===== config.mk =====
export PLATFORM = sky130hd
export DESIGN_NAME = sof_top
export DESIGN_NICKNAME = d
export VERILOG_FILES = /design/src/design/sof_pkg.sv /design/src/design/sof_top.sv /design/src/design/sof_phase_oc.sv
export SDC_FILE = /design/constraint.sdc
export NUM_CORES = 2
export LEC_CHECK = 0
export ABC_CLOCK_PERIOD_IN_PS = 10900
export BUFFER_PORTS_ARGS = -buffer_cell sky130_fd_sc_hd__buf_2
export CAP_MARGIN = 20
export CORE_ASPECT_RATIO = 0.7
export CORE_MARGIN = 2
export CORE_UTILIZATION = 41
export CTS_CLUSTER_DIAMETER = 200
export DETAILED_ROUTE_END_ITERATION = 12
export SYNTH_ARGS = -nofsm -noshare
export SYNTH_HDL_FRONTEND = slang
export SYNTH_HIERARCHICAL = 1
export SYNTH_SLANG_ARGS = --single-unit

===== constraint.sdc =====
create_clock -name pclk -period 10.9 [get_ports pclk]
set_clock_uncertainty 0.05 [all_clocks]
set_input_delay 0 -clock pclk [delete_from_list [all_inputs] [get_ports pclk]]
set_output_delay 0 -clock pclk [all_outputs]
set_load 0.02 [all_outputs]

===== src/design/sof_pkg.sv =====
/*
  sof_pkg: constants, register map, field positions and carrier types of the
  switch-onto-fault block.
  Assumes a 40 MHz pclk and an APB register bus with 32-bit data.
*/
package sof_pkg;

  // clock and processing tick
  localparam int unsigned CLK_PERIOD_PS = 25_000;
  localparam int unsigned TICK_PERIOD_US = 1_000;
  localparam int unsigned TICK_CYCLES = (TICK_PERIOD_US * 1_000_000) / CLK_PERIOD_PS;

  // register byte offsets
  localparam logic [7:0] OFS_CTRL    = 8'h00;
  localparam logic [7:0] OFS_HOLD    = 8'h04;
  localparam logic [7:0] OFS_CONFIRM = 8'h08;
  localparam logic [7:0] OFS_DEAD_I  = 8'h0C;
  localparam logic [7:0] OFS_DEAD_U  = 8'h10;
  localparam logic [7:0] OFS_OC_LVL  = 8'h14;
  localparam logic [7:0] OFS_RATED_I = 8'h18;
  localparam logic [7:0] OFS_RATED_U = 8'h1C;
  localparam logic [7:0] OFS_STATUS  = 8'h20;

  // control register fields
  localparam int unsigned CTRL_OPER_BIT   = 0;
  localparam int unsigned CTRL_OC_ON_BIT  = 1;
  localparam int unsigned CTRL_I_PH_LSB   = 4;
  localparam int unsigned CTRL_I_ASGN_BIT = 7;
  localparam int unsigned CTRL_U_PH_LSB   = 8;
  localparam int unsigned CTRL_U_NEUT_BIT = 11;
  localparam logic [11:0] CTRL_MASK       = 12'h0F_F3;

  // status register fields
  localparam int unsigned ST_ACTIVE_BIT  = 0;
  localparam int unsigned ST_DEAD_BIT    = 1;
  localparam int unsigned ST_TRIP_LSB    = 2;
  localparam int unsigned ST_GTRIP_BIT   = 5;
  localparam int unsigned ST_BLK_BIT     = 6;
  localparam int unsigned ST_OCBLK_BIT   = 7;
  localparam int unsigned ST_HEALTH_LSB  = 8;
  localparam int unsigned ST_BEHAV_LSB   = 10;
  localparam int unsigned ST_OCBEHAV_LSB = 12;

  // reset values: times in ms, levels per unit in Q8.8, ratings in amps / volts
  localparam logic [11:0] RST_CTRL    = 12'h0_00;
  localparam logic [15:0] RST_HOLD    = 16'h01F4;
  localparam logic [15:0] RST_CONFIRM = 16'h03E8;
  localparam logic [15:0] RST_DEAD_I  = 16'h0019;
  localparam logic [15:0] RST_DEAD_U  = 16'h0033;
  localparam logic [15:0] RST_OC_LVL  = 16'h0200;
  localparam logic [15:0] RST_RATED_I = 16'h0001;
  localparam logic [15:0] RST_RATED_U = 16'h0001;

  // per-unit scaling and reset hysteresis of 96 % = 24 / 25
  localparam int unsigned PU_FRAC_BITS = 8;
  localparam logic [4:0]  HYST_NUM     = 5'h18;
  localparam logic [4:0]  HYST_DEN     = 5'h19;

  typedef enum logic [1:0] {
    SOF_HEALTH_OK   = 2'b00,
    SOF_HEALTH_WARN = 2'b01,
    SOF_HEALTH_ALRM = 2'b10
  } sof_health_t;

  typedef enum logic [1:0] {
    SOF_BEH_OFF     = 2'b00,
    SOF_BEH_ON      = 2'b01,
    SOF_BEH_BLOCKED = 2'b10
  } sof_behav_t;

  // magnitudes from the measurement channels, one per processing sample
  typedef struct packed {
    logic [15:0] ia;
    logic [15:0] ib;
    logic [15:0] ic;
    logic [15:0] ua;
    logic [15:0] ub;
    logic [15:0] uc;
  } sof_meas_t;

  typedef struct packed {
    logic       active;
    logic       line_deenergized_flag;
    logic [2:0] phase_trip;
    logic       general_overcurrent_trip;
    logic       blocked;
    logic       overcurrent_inhibited_out;
  } sof_out_t;

endpackage : sof_pkg


===== src/design/sof_top.sv =====
/*
  sof_top: switch-onto-fault logic with dead-line detection, hold window and
  a built-in per-phase overcurrent stage, configured over APB.
  Assumes magnitudes and digital inputs are synchronous to pclk (40 MHz) and
  that the APB master keeps to the standard two-phase protocol.
*/
// Notes on behaviour
// [RULE_01] external activation input arms the function; trips only while armed.
// [RULE_02] dead-line activation path enabled whenever a voltage channel other than neutral is connected.
// [RULE_03] external and dead-line activation combine as a logical OR.
// [RULE_04] after all conditions drop, stay armed for the hold window time.
// [RULE_05] active output mirrors the armed state for use by other stages.
// [RULE_06] every trip acts on all three poles.
// [RULE_07] dead line: all currents and voltages below thresholds beyond confirm time.
// [RULE_08] dead-line flag clears at once when any magnitude exceeds its threshold.
// [RULE_09] dead-line state is an output of its own.
// [RULE_10] one to three phase-earth or phase-phase voltages feed dead-line detection.
// [RULE_11] overcurrent stage has its own on/off and works only while armed.
// [RULE_12] separate comparison element and trip output for each phase current.
// [RULE_13] general overcurrent trip is the OR of the three phase trips.
// [RULE_14] phase trip asserts without delay when current exceeds operate level.
// [RULE_15] phase trip drops only below 96 percent of operate level.
// [RULE_16] operate level is per unit times rated current transformer primary current.
// [RULE_17] overcurrent inhibit input blocks the stage; inhibited status shown on output.
// [RULE_18] missing current channel or phase: no operation, health alarm.
// [RULE_19] no or neutral voltage channel: no dead-line detection, health warning.
// [RULE_20] general block input accepts any user-defined condition.
// [RULE_21] general block suppresses trips and active output, measurement keeps running.
`timescale 1ns/1ps
module sof_top
  import sof_pkg::*;
#(
  parameter int unsigned TICK_DIV = TICK_CYCLES
)
(
  // clock and reset
  input  wire logic        pclk,
  input  wire logic        presetn,
  // apb slave
  input  wire logic        psel,
  input  wire logic        penable,
  input  wire logic        pwrite,
  input  wire logic [7:0]  paddr,
  input  wire logic [31:0] pwdata,
  output logic [31:0]      prdata,
  output logic             pready,
  output logic             pslverr,
  // measurements and digital inputs
  input  wire sof_meas_t   meas,
  input  wire logic        external_activation,
  input  wire logic        block_in,
  input  wire logic        overcurrent_inhibit_in,
  input  wire logic        voltage_transformer_fault_in,
  // protection outputs
  output sof_out_t         prot_out,
  output logic [1:0]       health,
  output logic [1:0]       behaviour,
  output logic [1:0]       overcurrent_stage_behaviour
);

  // configuration registers
  logic [11:0] ctrl_r;
  logic [15:0] hold_window_time_r;
  logic [15:0] deenergized_confirm_time_r;
  logic [15:0] dead_current_threshold_r;
  logic [15:0] dead_voltage_threshold_r;
  logic [15:0] overcurrent_operate_level_r;
  logic [15:0] rated_current_r;
  logic [15:0] rated_voltage_r;

  // bus decode
  logic        wr_en;
  logic        rd_setup;
  logic        addr_hit;
  logic [31:0] rd_nxt;
  logic [31:0] status_word;

  // tick divider
  logic [31:0] tick_cnt_r;
  logic        tick;

  // derived configuration
  logic        operation_on;
  logic        overcurrent_stage_on;
  logic        current_ok;
  logic        deadline_enabled;
  sof_health_t health_nxt;

  // scaled thresholds
  logic [31:0] dead_i_prod;
  logic [31:0] dead_u_prod;
  logic [31:0] oc_prod;
  logic [23:0] dead_i_level;
  logic [23:0] dead_u_level;
  logic [23:0] oc_level;

  // dead-line detection
  logic        currents_dead;
  logic        voltages_dead;
  logic        dead_cond;
  logic [15:0] confirm_cnt_r;
  logic        deadline_r;

  // activation window
  logic        activation_cond;
  logic [15:0] hold_cnt_r;
  logic        armed_r;

  // overcurrent stage
  logic        oc_enable;
  logic [2:0]  phase_trip;
  logic [15:0] phase_mag [3];


  // apb slave: zero wait states, read data latched in the setup cycle

  assign wr_en    = psel && penable && pwrite;
  assign rd_setup = psel && !penable && !pwrite;
  assign pready   = 1'b1;

  always_comb
  begin
    addr_hit = 1'b1;
    rd_nxt   = 32'h0000_0000;
    unique case (paddr)
      OFS_CTRL:    rd_nxt = {20'h0_0000, ctrl_r};
      OFS_HOLD:    rd_nxt = {16'h0000, hold_window_time_r};
      OFS_CONFIRM: rd_nxt = {16'h0000, deenergized_confirm_time_r};
      OFS_DEAD_I:  rd_nxt = {16'h0000, dead_current_threshold_r};
      OFS_DEAD_U:  rd_nxt = {16'h0000, dead_voltage_threshold_r};
      OFS_OC_LVL:  rd_nxt = {16'h0000, overcurrent_operate_level_r};
      OFS_RATED_I: rd_nxt = {16'h0000, rated_current_r};
      OFS_RATED_U: rd_nxt = {16'h0000, rated_voltage_r};
      OFS_STATUS:  rd_nxt = status_word;
      default:     addr_hit = 1'b0;
    endcase
  end

  assign pslverr = psel && penable && !addr_hit;

  always_ff @(posedge pclk or negedge presetn)
  begin
    if (!presetn)
      prdata <= 32'h0000_0000;
    else if (rd_setup)
      prdata <= rd_nxt;
  end

  always_ff @(posedge pclk or negedge presetn)
  begin
    if (!presetn)
    begin
      ctrl_r                      <= RST_CTRL;
      hold_window_time_r          <= RST_HOLD;
      deenergized_confirm_time_r  <= RST_CONFIRM;
      dead_current_threshold_r    <= RST_DEAD_I;
      dead_voltage_threshold_r    <= RST_DEAD_U;
      overcurrent_operate_level_r <= RST_OC_LVL;
      rated_current_r             <= RST_RATED_I;
      rated_voltage_r             <= RST_RATED_U;
    end
    else if (wr_en)
    begin
      unique case (paddr)
        OFS_CTRL:    ctrl_r                      <= pwdata[11:0] & CTRL_MASK;
        OFS_HOLD:    hold_window_time_r          <= pwdata[15:0];
        OFS_CONFIRM: deenergized_confirm_time_r  <= pwdata[15:0];
        OFS_DEAD_I:  dead_current_threshold_r    <= pwdata[15:0];
        OFS_DEAD_U:  dead_voltage_threshold_r    <= pwdata[15:0];
        OFS_OC_LVL:  overcurrent_operate_level_r <= pwdata[15:0];
        OFS_RATED_I: rated_current_r             <= pwdata[15:0];
        OFS_RATED_U: rated_voltage_r             <= pwdata[15:0];
        default:     ;
      endcase
    end
  end


  // 1 ms processing tick

  assign tick = (tick_cnt_r == TICK_DIV - 1);

  always_ff @(posedge pclk or negedge presetn)
  begin
    if (!presetn)
      tick_cnt_r <= 32'h0000_0000;
    else if (tick)
      tick_cnt_r <= 32'h0000_0000;
    else
      tick_cnt_r <= tick_cnt_r + 32'h0000_0001;
  end


  // configuration checks and health

  assign operation_on         = ctrl_r[CTRL_OPER_BIT];
  assign overcurrent_stage_on = ctrl_r[CTRL_OC_ON_BIT];
  assign current_ok           = ctrl_r[CTRL_I_ASGN_BIT] && (&ctrl_r[CTRL_I_PH_LSB +: 3]);   // [RULE_18]
  assign deadline_enabled     = (|ctrl_r[CTRL_U_PH_LSB +: 3])
                                && !ctrl_r[CTRL_U_NEUT_BIT];                              // [RULE_02] [RULE_19]

  always_comb
  begin
    if (!current_ok)
      health_nxt = SOF_HEALTH_ALRM;    // [RULE_18]
    else if (!deadline_enabled)
      health_nxt = SOF_HEALTH_WARN;    // [RULE_19]
    else
      health_nxt = SOF_HEALTH_OK;
  end


  // per-unit thresholds scaled to primary amps and volts

  assign dead_i_prod  = 32'(dead_current_threshold_r) * 32'(rated_current_r);
  assign dead_u_prod  = 32'(dead_voltage_threshold_r) * 32'(rated_voltage_r);
  assign oc_prod      = 32'(overcurrent_operate_level_r) * 32'(rated_current_r);   // [RULE_16]
  assign dead_i_level = dead_i_prod[PU_FRAC_BITS +: 24];
  assign dead_u_level = dead_u_prod[PU_FRAC_BITS +: 24];
  assign oc_level     = oc_prod[PU_FRAC_BITS +: 24];


  // dead-line detection

  assign currents_dead = ({8'h00, meas.ia} < dead_i_level)
                         && ({8'h00, meas.ib} < dead_i_level)
                         && ({8'h00, meas.ic} < dead_i_level);

  // only the voltage inputs that are connected take part
  assign voltages_dead = (!ctrl_r[CTRL_U_PH_LSB]     || ({8'h00, meas.ua} < dead_u_level))
                         && (!ctrl_r[CTRL_U_PH_LSB + 1] || ({8'h00, meas.ub} < dead_u_level))
                         && (!ctrl_r[CTRL_U_PH_LSB + 2] || ({8'h00, meas.uc} < dead_u_level)); // [RULE_10]

  // a failed voltage transformer would fake a dead line, so it vetoes detection
  assign dead_cond = deadline_enabled && current_ok && operation_on
                     && !voltage_transformer_fault_in
                     && currents_dead && voltages_dead;                          // [RULE_07]

  always_ff @(posedge pclk or negedge presetn)
  begin
    if (!presetn)
    begin
      confirm_cnt_r <= 16'h0000;
      deadline_r    <= 1'b0;
    end
    else if (!dead_cond)
    begin
      confirm_cnt_r <= 16'h0000;
      deadline_r    <= 1'b0;                                                   // [RULE_08]
    end
    else if (tick && !deadline_r)
    begin
      if (confirm_cnt_r > deenergized_confirm_time_r)
        deadline_r <= 1'b1;                                                    // [RULE_07]
      else
        confirm_cnt_r <= confirm_cnt_r + 16'h0001;
    end
  end


  // activation window

  assign activation_cond = operation_on && current_ok
                           && (external_activation || deadline_r);             // [RULE_01] [RULE_03]

  always_ff @(posedge pclk or negedge presetn)
  begin
    if (!presetn)
    begin
      armed_r    <= 1'b0;
      hold_cnt_r <= 16'h0000;
    end
    else if (activation_cond)
    begin
      armed_r    <= 1'b1;                                                      // [RULE_01]
      hold_cnt_r <= hold_window_time_r;
    end
    else if (!operation_on || !current_ok)
    begin
      armed_r    <= 1'b0;
      hold_cnt_r <= 16'h0000;
    end
    else if (armed_r && tick)
    begin
      if (hold_cnt_r <= 16'h0001)
      begin
        armed_r    <= 1'b0;                                                    // [RULE_04]
        hold_cnt_r <= 16'h0000;
      end
      else
        hold_cnt_r <= hold_cnt_r - 16'h0001;                                   // [RULE_04]
    end
  end


  // built-in overcurrent stage, one element per phase

  assign oc_enable = armed_r && overcurrent_stage_on && operation_on && current_ok
                     && !overcurrent_inhibit_in && !block_in;                  // [RULE_11] [RULE_17] [RULE_21]

  assign phase_mag[0] = meas.ia;
  assign phase_mag[1] = meas.ib;
  assign phase_mag[2] = meas.ic;

  for (genvar ph = 0; ph < 3; ph++)
  begin : g_phase
    sof_phase_oc u_oc (                                                         // [RULE_12]
      .pclk      (pclk),
      .presetn   (presetn),
      .enable    (oc_enable),
      .magnitude (phase_mag[ph]),
      .level     (oc_level),
      .trip_r    (phase_trip[ph])
    );
  end


  // outputs

  always_ff @(posedge pclk or negedge presetn)
  begin
    if (!presetn)
    begin
      prot_out                    <= '0;
      health                      <= SOF_HEALTH_OK;
      behaviour                   <= SOF_BEH_OFF;
      overcurrent_stage_behaviour <= SOF_BEH_OFF;
    end
    else
    begin
      prot_out.active                    <= armed_r && !block_in;             // [RULE_05] [RULE_21]
      prot_out.line_deenergized_flag     <= deadline_r && !block_in;          // [RULE_09]
      prot_out.phase_trip                <= phase_trip;                       // [RULE_12]
      prot_out.general_overcurrent_trip  <= |phase_trip;                      // [RULE_13] [RULE_06]
      prot_out.blocked                   <= block_in;                         // [RULE_20] [RULE_21]
      prot_out.overcurrent_inhibited_out <= overcurrent_inhibit_in;           // [RULE_17]
      health                             <= health_nxt;
      behaviour                          <= !operation_on ? SOF_BEH_OFF
                                            : (block_in ? SOF_BEH_BLOCKED : SOF_BEH_ON);
      overcurrent_stage_behaviour        <= !(operation_on && overcurrent_stage_on) ? SOF_BEH_OFF
                                            : ((block_in || overcurrent_inhibit_in)
                                               ? SOF_BEH_BLOCKED : SOF_BEH_ON);
    end
  end

  always_comb
  begin
    status_word                      = 32'h0000_0000;
    status_word[ST_ACTIVE_BIT]       = prot_out.active;
    status_word[ST_DEAD_BIT]         = prot_out.line_deenergized_flag;
    status_word[ST_TRIP_LSB +: 3]    = prot_out.phase_trip;
    status_word[ST_GTRIP_BIT]        = prot_out.general_overcurrent_trip;
    status_word[ST_BLK_BIT]          = prot_out.blocked;
    status_word[ST_OCBLK_BIT]        = prot_out.overcurrent_inhibited_out;
    status_word[ST_HEALTH_LSB +: 2]  = health;
    status_word[ST_BEHAV_LSB +: 2]   = behaviour;
    status_word[ST_OCBEHAV_LSB +: 2] = overcurrent_stage_behaviour;
  end

endmodule : sof_top


===== src/design/sof_phase_oc.sv =====
/*
  sof_phase_oc: one instantaneous overcurrent element with reset hysteresis.
  Assumes the operate level is already scaled to the units of the magnitude.
*/
`timescale 1ns/1ps
module sof_phase_oc
  import sof_pkg::*;
(
  // clock and reset
  input  wire logic        pclk,
  input  wire logic        presetn,
  // element inputs
  input  wire logic        enable,
  input  wire logic [15:0] magnitude,
  input  wire logic [23:0] level,
  // element output
  output logic             trip_r
);

  logic [20:0] mag_scaled;
  logic [28:0] lvl_scaled;
  logic        over_level;
  logic        below_reset;

  assign over_level  = {8'h00, magnitude} > level;
  assign mag_scaled  = 21'(magnitude) * 21'(HYST_DEN);
  assign lvl_scaled  = 29'(level) * 29'(HYST_NUM);
  assign below_reset = {8'h00, mag_scaled} < lvl_scaled;

  always_ff @(posedge pclk or negedge presetn)
  begin
    if (!presetn)
      trip_r <= 1'b0;
    else if (!enable)
      trip_r <= 1'b0;
    else if (over_level)
      trip_r <= 1'b1;        // [RULE_14]
    else if (below_reset)
      trip_r <= 1'b0;        // [RULE_15]
  end

endmodule : sof_phase_oc


* Word level (Yosys, flattened, before mapping) *
Index checks and enable logic that the tools add are counted.

storage, ports and cells
  memory bits (read-only) = 0
  bits in latches = 0
  output and inout bits = 48
  memories = 0
  bits in writable memories = 0
  flip-flop bits (word level) = 237
  logic and storage cells = 162

cells by class
  multiply operators = 7
  shifts and indexed selects = 0
  bitwise logic cells = 0
  divide/modulo/power cells = 0
  equality and inequality tests = 15
  add/sub/neg operators = 3
  reductions and logical operators = 65
  multiplexer cells = 32
  magnitude comparators = 14

operators with widths
  kind                                                    count
  < comparator 16 x 24 -> 1 bit                           6
  case mux 16 bit (9 select lines)                        1
  2-to-1 mux 16 bit                                       7
  multiplier 16 x 16 -> 32 bit                            3
  < comparator 21 x 29 -> 1 bit                           3
  greater-than comparator 16 x 24 -> 1 bit                3
  multiplier 16 x 5 -> 21 bit (second input constant)     3
  adder 32 x 1 -> 32 bit (second input constant)          1
  equality test 32 x 16 -> 1 bit (second input constant)  1
  equality test 8 x 5 -> 1 bit (second input constant)    4
  2-to-1 mux 32 bit                                       1
  logical AND 1 bit                                       28
  multiplier 24 x 2 -> 26 bit (second input constant)     1
  AND reduction 2 bit                                     11
  2-to-1 mux 1 bit                                        18
  adder 16 x 1 -> 16 bit (second input constant)          1
  equality test 8 x 4 -> 1 bit (second input constant)    2
  greater-than comparator 16 bit                          1
  <= comparator 16 x 1 -> 1 bit (second input constant)   1
  subtractor 16 x 1 -> 16 bit (second input constant)     1
  zero test 1 bit                                         13
  2-to-1 mux 2 bit                                        5
  OR reduction 9 bit                                      1
  equality test 8 x 3 -> 1 bit (second input constant)    1
  other kinds (10)                                        19

* Logic depth before layout (Yosys ltp) *
  word-level depth = 9
  gate-level depth with buffers = 41

* Modules after synthesis *
Netlist, hierarchy kept.

by module, submodules not included
  module        seq. area each (um2)  instances  cells each  area an instance (um2)
  sof_top       5,482.8               1          3,982       36,881.6
  sof_phase_oc  25.0                  3          461         3,616.0

* Least setup slack after synthesis *
OpenSTA, ideal clock, no wires.

  path kind = register -> register
  from = register overcurrent_operate_level_r[9]
  to = register g_phase[0].u_oc.trip_r
  clock period less this slack = 9,205 ps
  required time = 10,746 ps
  arrival = 9,052 ps
  path slack = 1,695 ps
  cell stages (with the launch flop) = 39
  path buffers = 2
  path through = dfstp_2 > clkbuf_1 > clkbuf_1 > nand2_1 > fa_1 > inv_1 > fa_1 > inv_1 > fa_1 > fa_1 > inv_1 > fa_1 > inv_1 > fa_1 > inv_1 > ha_1 > nand3_1 > nor3b_1 > [3 not listed] > o21a_1 > o21a_1 > o21ai_0 > a21boi_0 > ha_1 > a21oi_1 > o21ai_0 > a31oi_1 > o21ai_2 > a21o_1 > a21oi_1 > xor2_1 > ha_1 > nand4_1 > or2_2 > o221ai_1 > nand4_1 > o41ai_2

between the ends
  word-level cells in the longest chain between the ends = 4
  elaborated cells on any way between the ends = 7

RTL lines
  item                                                                                     line                                    source
  start: declaration                                                                       sof_top.sv:67                           logic [15:0] overcurrent_operate_level_r;
  start signal: assignment                                                                 sof_top.sv:170                          OFS_OC_LVL: overcurrent_operate_level_r <= pwdata[15:0];
  multiplier 16 x 16 -> 32 bit (*)                                                         sof_top.sv:217                          assign oc_prod = 32'(overcurrent_operate_level_r) * 32'(rated_current_r);
  net oc_prod[21]                                                                          sof_top.sv:92                           logic [31:0] oc_prod;
  multiplier 24 x 2 -> 26 bit or greater-than comparator 16 x 24 -> 1 bit (tied branches)  sof_phase_oc.sv:27, sof_phase_oc.sv:25
  < comparator 21 x 29 -> 1 bit or 2-to-1 mux 1 bit (tied branches)                        sof_phase_oc.sv:28, sof_phase_oc.sv:36
  != test 3 bit (no line) or 2-to-1 mux 1 bit (tied branches)                              n/a
  end signal: assignment                                                                   sof_phase_oc.sv:33                      trip_r <= 1'b0;
  end signal: assignment                                                                   sof_phase_oc.sv:35                      trip_r <= 1'b0;
  end signal: assignment                                                                   sof_phase_oc.sv:37                      trip_r <= 1'b1;
  end: declaration                                                                         sof_phase_oc.sv:17                      output logic trip_r

The timed path passes the listed nets; every way through them passes the cells marked *.
A chain may end at the register's enable or synchronous reset.

* Worst setup path in the final report *
  from = register overcurrent_operate_level_r[6]
  to = register g_phase[1].u_oc.trip_r

between the ends
  word-level cells in the longest chain between the ends = 4
  elaborated cells on any way between the ends = 7

RTL lines
  item                                                                                     line
  multiplier 16 x 16 -> 32 bit (*)                                                         sof_top.sv:217
  net oc_prod[21]                                                                          sof_top.sv:92
  multiplier 24 x 2 -> 26 bit or greater-than comparator 16 x 24 -> 1 bit (tied branches)  sof_phase_oc.sv:27, sof_phase_oc.sv:25
  < comparator 21 x 29 -> 1 bit or 2-to-1 mux 1 bit (tied branches)                        sof_phase_oc.sv:28, sof_phase_oc.sv:36
  != test 3 x 1 -> 1 bit (no line) or 2-to-1 mux 1 bit (tied branches)                     n/a
  end signal: assignment                                                                   sof_phase_oc.sv:33
  end signal: assignment                                                                   sof_phase_oc.sv:35
  end signal: assignment                                                                   sof_phase_oc.sv:37
  end: declaration                                                                         sof_phase_oc.sv:17

Marks and branches as above.

==> key figures <==
Status
  – Outcome: completed

Worst setup path
  – Critical path's slowest cell: dfrtp_1
  – CP Data Arrival Time: 10.33 ns
  – WS Path Type: reg -> reg
  – CP required: 11.31 ns
  – Crit. End Element: flip-flop
  – CP startpoint kind: flip-flop
  – Worst stage delay on the critical path: 0.92 ns
  – Crit Path Max Fanout: 18
  – Cell mode on critical path: fa_1

Timing
  – RSZ-0062 raised after global routing: no
  – Tcrit/Tclk final: 0.910
  – Achievable clock frequency: 101 MHz
  – Worst-Margin Slew: 1.21 ns
  – Setup_tns: 0 ns
  – Final min period: 9.92 ns
  – Slew Limit Fails: 0
  – Final Hold Viols: 0
  – Setup violators final: 0
  – Slew margin rel.: 0.196

Layout
  – Final nets: 6976
  – Reg area: 0.00556 mm2
  – Multi-input gate area: 0.0378 mm2
  – Syn-to-layout area delta: 7.84%
  – Layout cells sized above 1: 0.0921
  – Layout filler cell count: 11.3k
  – Final instance area: 0.0515 mm2
  – Diodes inserted: 0

Floorplan
  – Rows: 104
  – Ports: 193
  – Initial cell density of the core: 0.414
  – Die Ht: 289 um
  – Width of the die: 412 um
  – CORE AREA: 0.115 mm2
  – DIE AREA: 0.119 mm2

Clock network
  – Worst-skew pair later-pin latency: 0.57 ns
  – Setup Fix Bufs, Post-CTS: 0
  – CTS tree: built
  – CTS root buf: clkbuf_16
  – Worst-path clk slew: 0.07 ns
  – CTS buffer count: 26
  – H-tree depth: 1
  – # clock sinks: 221
  – Clock Tree Buf Depth: 3

Global route
  – Met2 Usage GRT: 0.325
  – Met1 usage: 0.344
  – Vias in the first global route: 37.3k
  – Gr usage total: 0.222
  – Busiest layer in global routing: met1
  – First-pass GRT wire length: 211000 um
  – Pin count of the biggest net entering global routing: 144
  – Total congestion overflow: 0
  – M3 GR Usage: 0.0378
  – Antenna violations before repair: 2

Routing
  – Final WL: 132000 um
  – Post-DR wirelength/cell: 18.8 um
  – Post-route ant nets: 0
  – DRC: 0
  – Pre-Repair DR Iteration Count: 9
  – Via count: 37.9k
  – First-iteration detailed-routing DRC count: 3097
  – Vias per std cell: 5.39

Synthesis
  – Post-synth ARST share: 1.00
  – Count leader, synth: inv_1
  – Main synth FF type: dfrtp_1
  – Most area-hungry cell type in the Yosys netlist: fa_1
  – Yosys warnings: 6
  – Flops & latches, synth: 221
  – Synth cell types: 91
  – Syn Std Cell Area: 0.0477 mm2
  – Most frequent cells after synthesis: 979 x inv_1, 743 x ha_1, 615 x fa_1
  – Area contributors post-synth: fa_1 26%, ha_1 19%, dfrtp_1 10%, inv_1 7.7%, nand2_1 4.5%
  – Cells after Synth: 5365
  – Register area share after synthesis: 0.116
  – Mean post-synth cell area: 8.90 um2
  – Top-area cell type share of the netlist area: 0.258
  – Post-synth EDFFs: 0

Power and ir drop
  – Cell leakage power: 0.0259 uW
  – Peak VDD IR: 0.000103 V
  – PwrDens: 53.9 mW/mm2

Placed design
  – Area after DPL: 0.0503 mm2
  – IO buf count: 159
  – Detailed placement HPWL: 108000 um
  – Gp weighted congestion: 0.919

Hold path
  – Hold Crit Class: in -> async

Job
  – Max-Cap Viols: 0
[registers in the layout, summed over array words and instances, names as in the netlist, 2 cells and up]
name,count
behaviour,2
confirm_cnt_r,16
ctrl_r,10
dead_current_threshold_r,16
dead_voltage_threshold_r,16
deenergized_confirm_time_r,16
g_phase.u_oc/trip_r,3
health,2
hold_cnt_r,16
hold_window_time_r,16
overcurrent_operate_level_r,16
overcurrent_stage_behaviour,2
prdata,16
prot_out,8
rated_current_r,16
rated_voltage_r,16
tick_cnt_r,32
[per-layer routing]
metal | part of all wire | wire (um)
met1 | 0.49 | 64800
met2 | 0.41 | 54600
met3 | 0.080 | 10600
met4 | 0.017 | 2230
met5 | 0 | 0
[what timing repair did]
item | 4_1_cts | 5_1_grt
gates resized for setup | 0 | 0
hold buffers | 22 | 0
hold endpoints to repair | 267 | 0
[cell usage in the layout, fill, tap and decap left out, types with 22 or more instances in the layout]
cell,synthesis,final
fa_1,615,615
nand4_1,56,56
dlygate4sd3_1,0,22
nor2_1,203,203
o21ai_0,127,127
nand2_1,574,574
nand3_1,80,80
mux2_2,123,123
buf_4,18,76
and3_1,32,32
dfrtp_1,199,199
xor2_1,74,72
a21o_1,96,96
nor4_1,32,32
a22oi_1,39,39
clkbuf_16,0,26
and2_1,323,323
nor3_1,48,48
buf_2,5,158
dfstp_2,22,22
o21a_1,48,48
a31oi_1,28,28
nor2b_1,41,41
ha_1,743,743
xnor2_1,120,119
a21oi_1,223,223
inv_1,979,979
[cells by family (layout without fill, tap and decap cells)]
family / after synthesis / in the layout / share of synthesized area
XOR/XNOR: 194 / 194 / 0.0356
buffers and inverters: 1173 / 1285 / 0.0940
adder cells (fa/ha/maj): 1358 / 1358 / 0.453
other: 2 / 17 / 0.000157
AND/OR/NAND/NOR: 1481 / 1481 / 0.153
multiplexers: 127 / 127 / 0.0299
flip-flops: 221 / 221 / 0.116
AO/OA/AOI/OAI: 809 / 809 / 0.118
[through the flow]
stage / instances / setup slack [ns] / total power [uW] / utilization / hold WS, ns
after CTS: 7027 / 1.04 / 2780 / 0.447 / 0.0810
final: 7029 / 0.980 / 2770 / 0.447 / 0.0521
after global routing: 7029 / 0.393 / 2970 / 0.447 / 0.107
after global placement: 6958 / 1.18 / 1810 / 0.437 / 0.108
after floorplan: 5380 / 1.69 / 1560 / - / -0.346
after detailed placement: 6958 / 1.10 / 1830 / 0.437 / 0.107
[cell type report]
class | instances | area share
tap | 1537 | 0.0374
sequential | 221 | 0.108
timing repair buffer | 258 | 0.0316
inverter | 980 | 0.0715
multi-input combinational | 3986 | 0.734
clock buffer | 33 | 0.0139
clock inverter | 14 | 0.00377
[power breakdown]
| group | total [uW] | leakage (uW) | switching (uW) | internal (uW) |
|---|---|---|---|---|
| Sequential | 874 | 0.00295 | 36.4 | 838 |
| Combinational | 964 | 0.0225 | 545 | 420 |
| Clock | 935 | 0.000450 | 373 | 562 |
| Total | 2770 | 0.0259 | 954 | 1820 |
[worst paths after layout]
| path | to | cells past startpoint | from | slack [ns] |
|---|---|---|---|---|
| max | g_phase[1].u_oc/trip_r | 37 | overcurrent_operate_level_r[6] | 0.98 |
| min | prot_out[1] | 2 | presetn | 0.05 |
| max reg2reg | g_phase[1].u_oc/trip_r | 37 | overcurrent_operate_level_r[6] | 0.98 |
| min reg2reg | tick_cnt_r[4] | 1 | tick_cnt_r[4] | 0.42 |
| max in group asynchronous | hold_cnt_r[8] | 4 | presetn | 9.40 |
| min in group pclk | prot_out[0] | 2 | overcurrent_inhibit_in | 0.09 |
[critical path: cells and delay by family, from the launching register on]
| kind | cells | cell delay, ns |
|---|---|---|
| compound gates | 14 | 2.86 |
| fa+ha+maj | 9 | 3.97 |
| flops | 1 | 0.92 |
| xor+xnor | 1 | 0.09 |
| simple gates | 7 | 1.42 |
| buf+inv | 6 | 0.50 |
(Power assumes the default switching activity.)
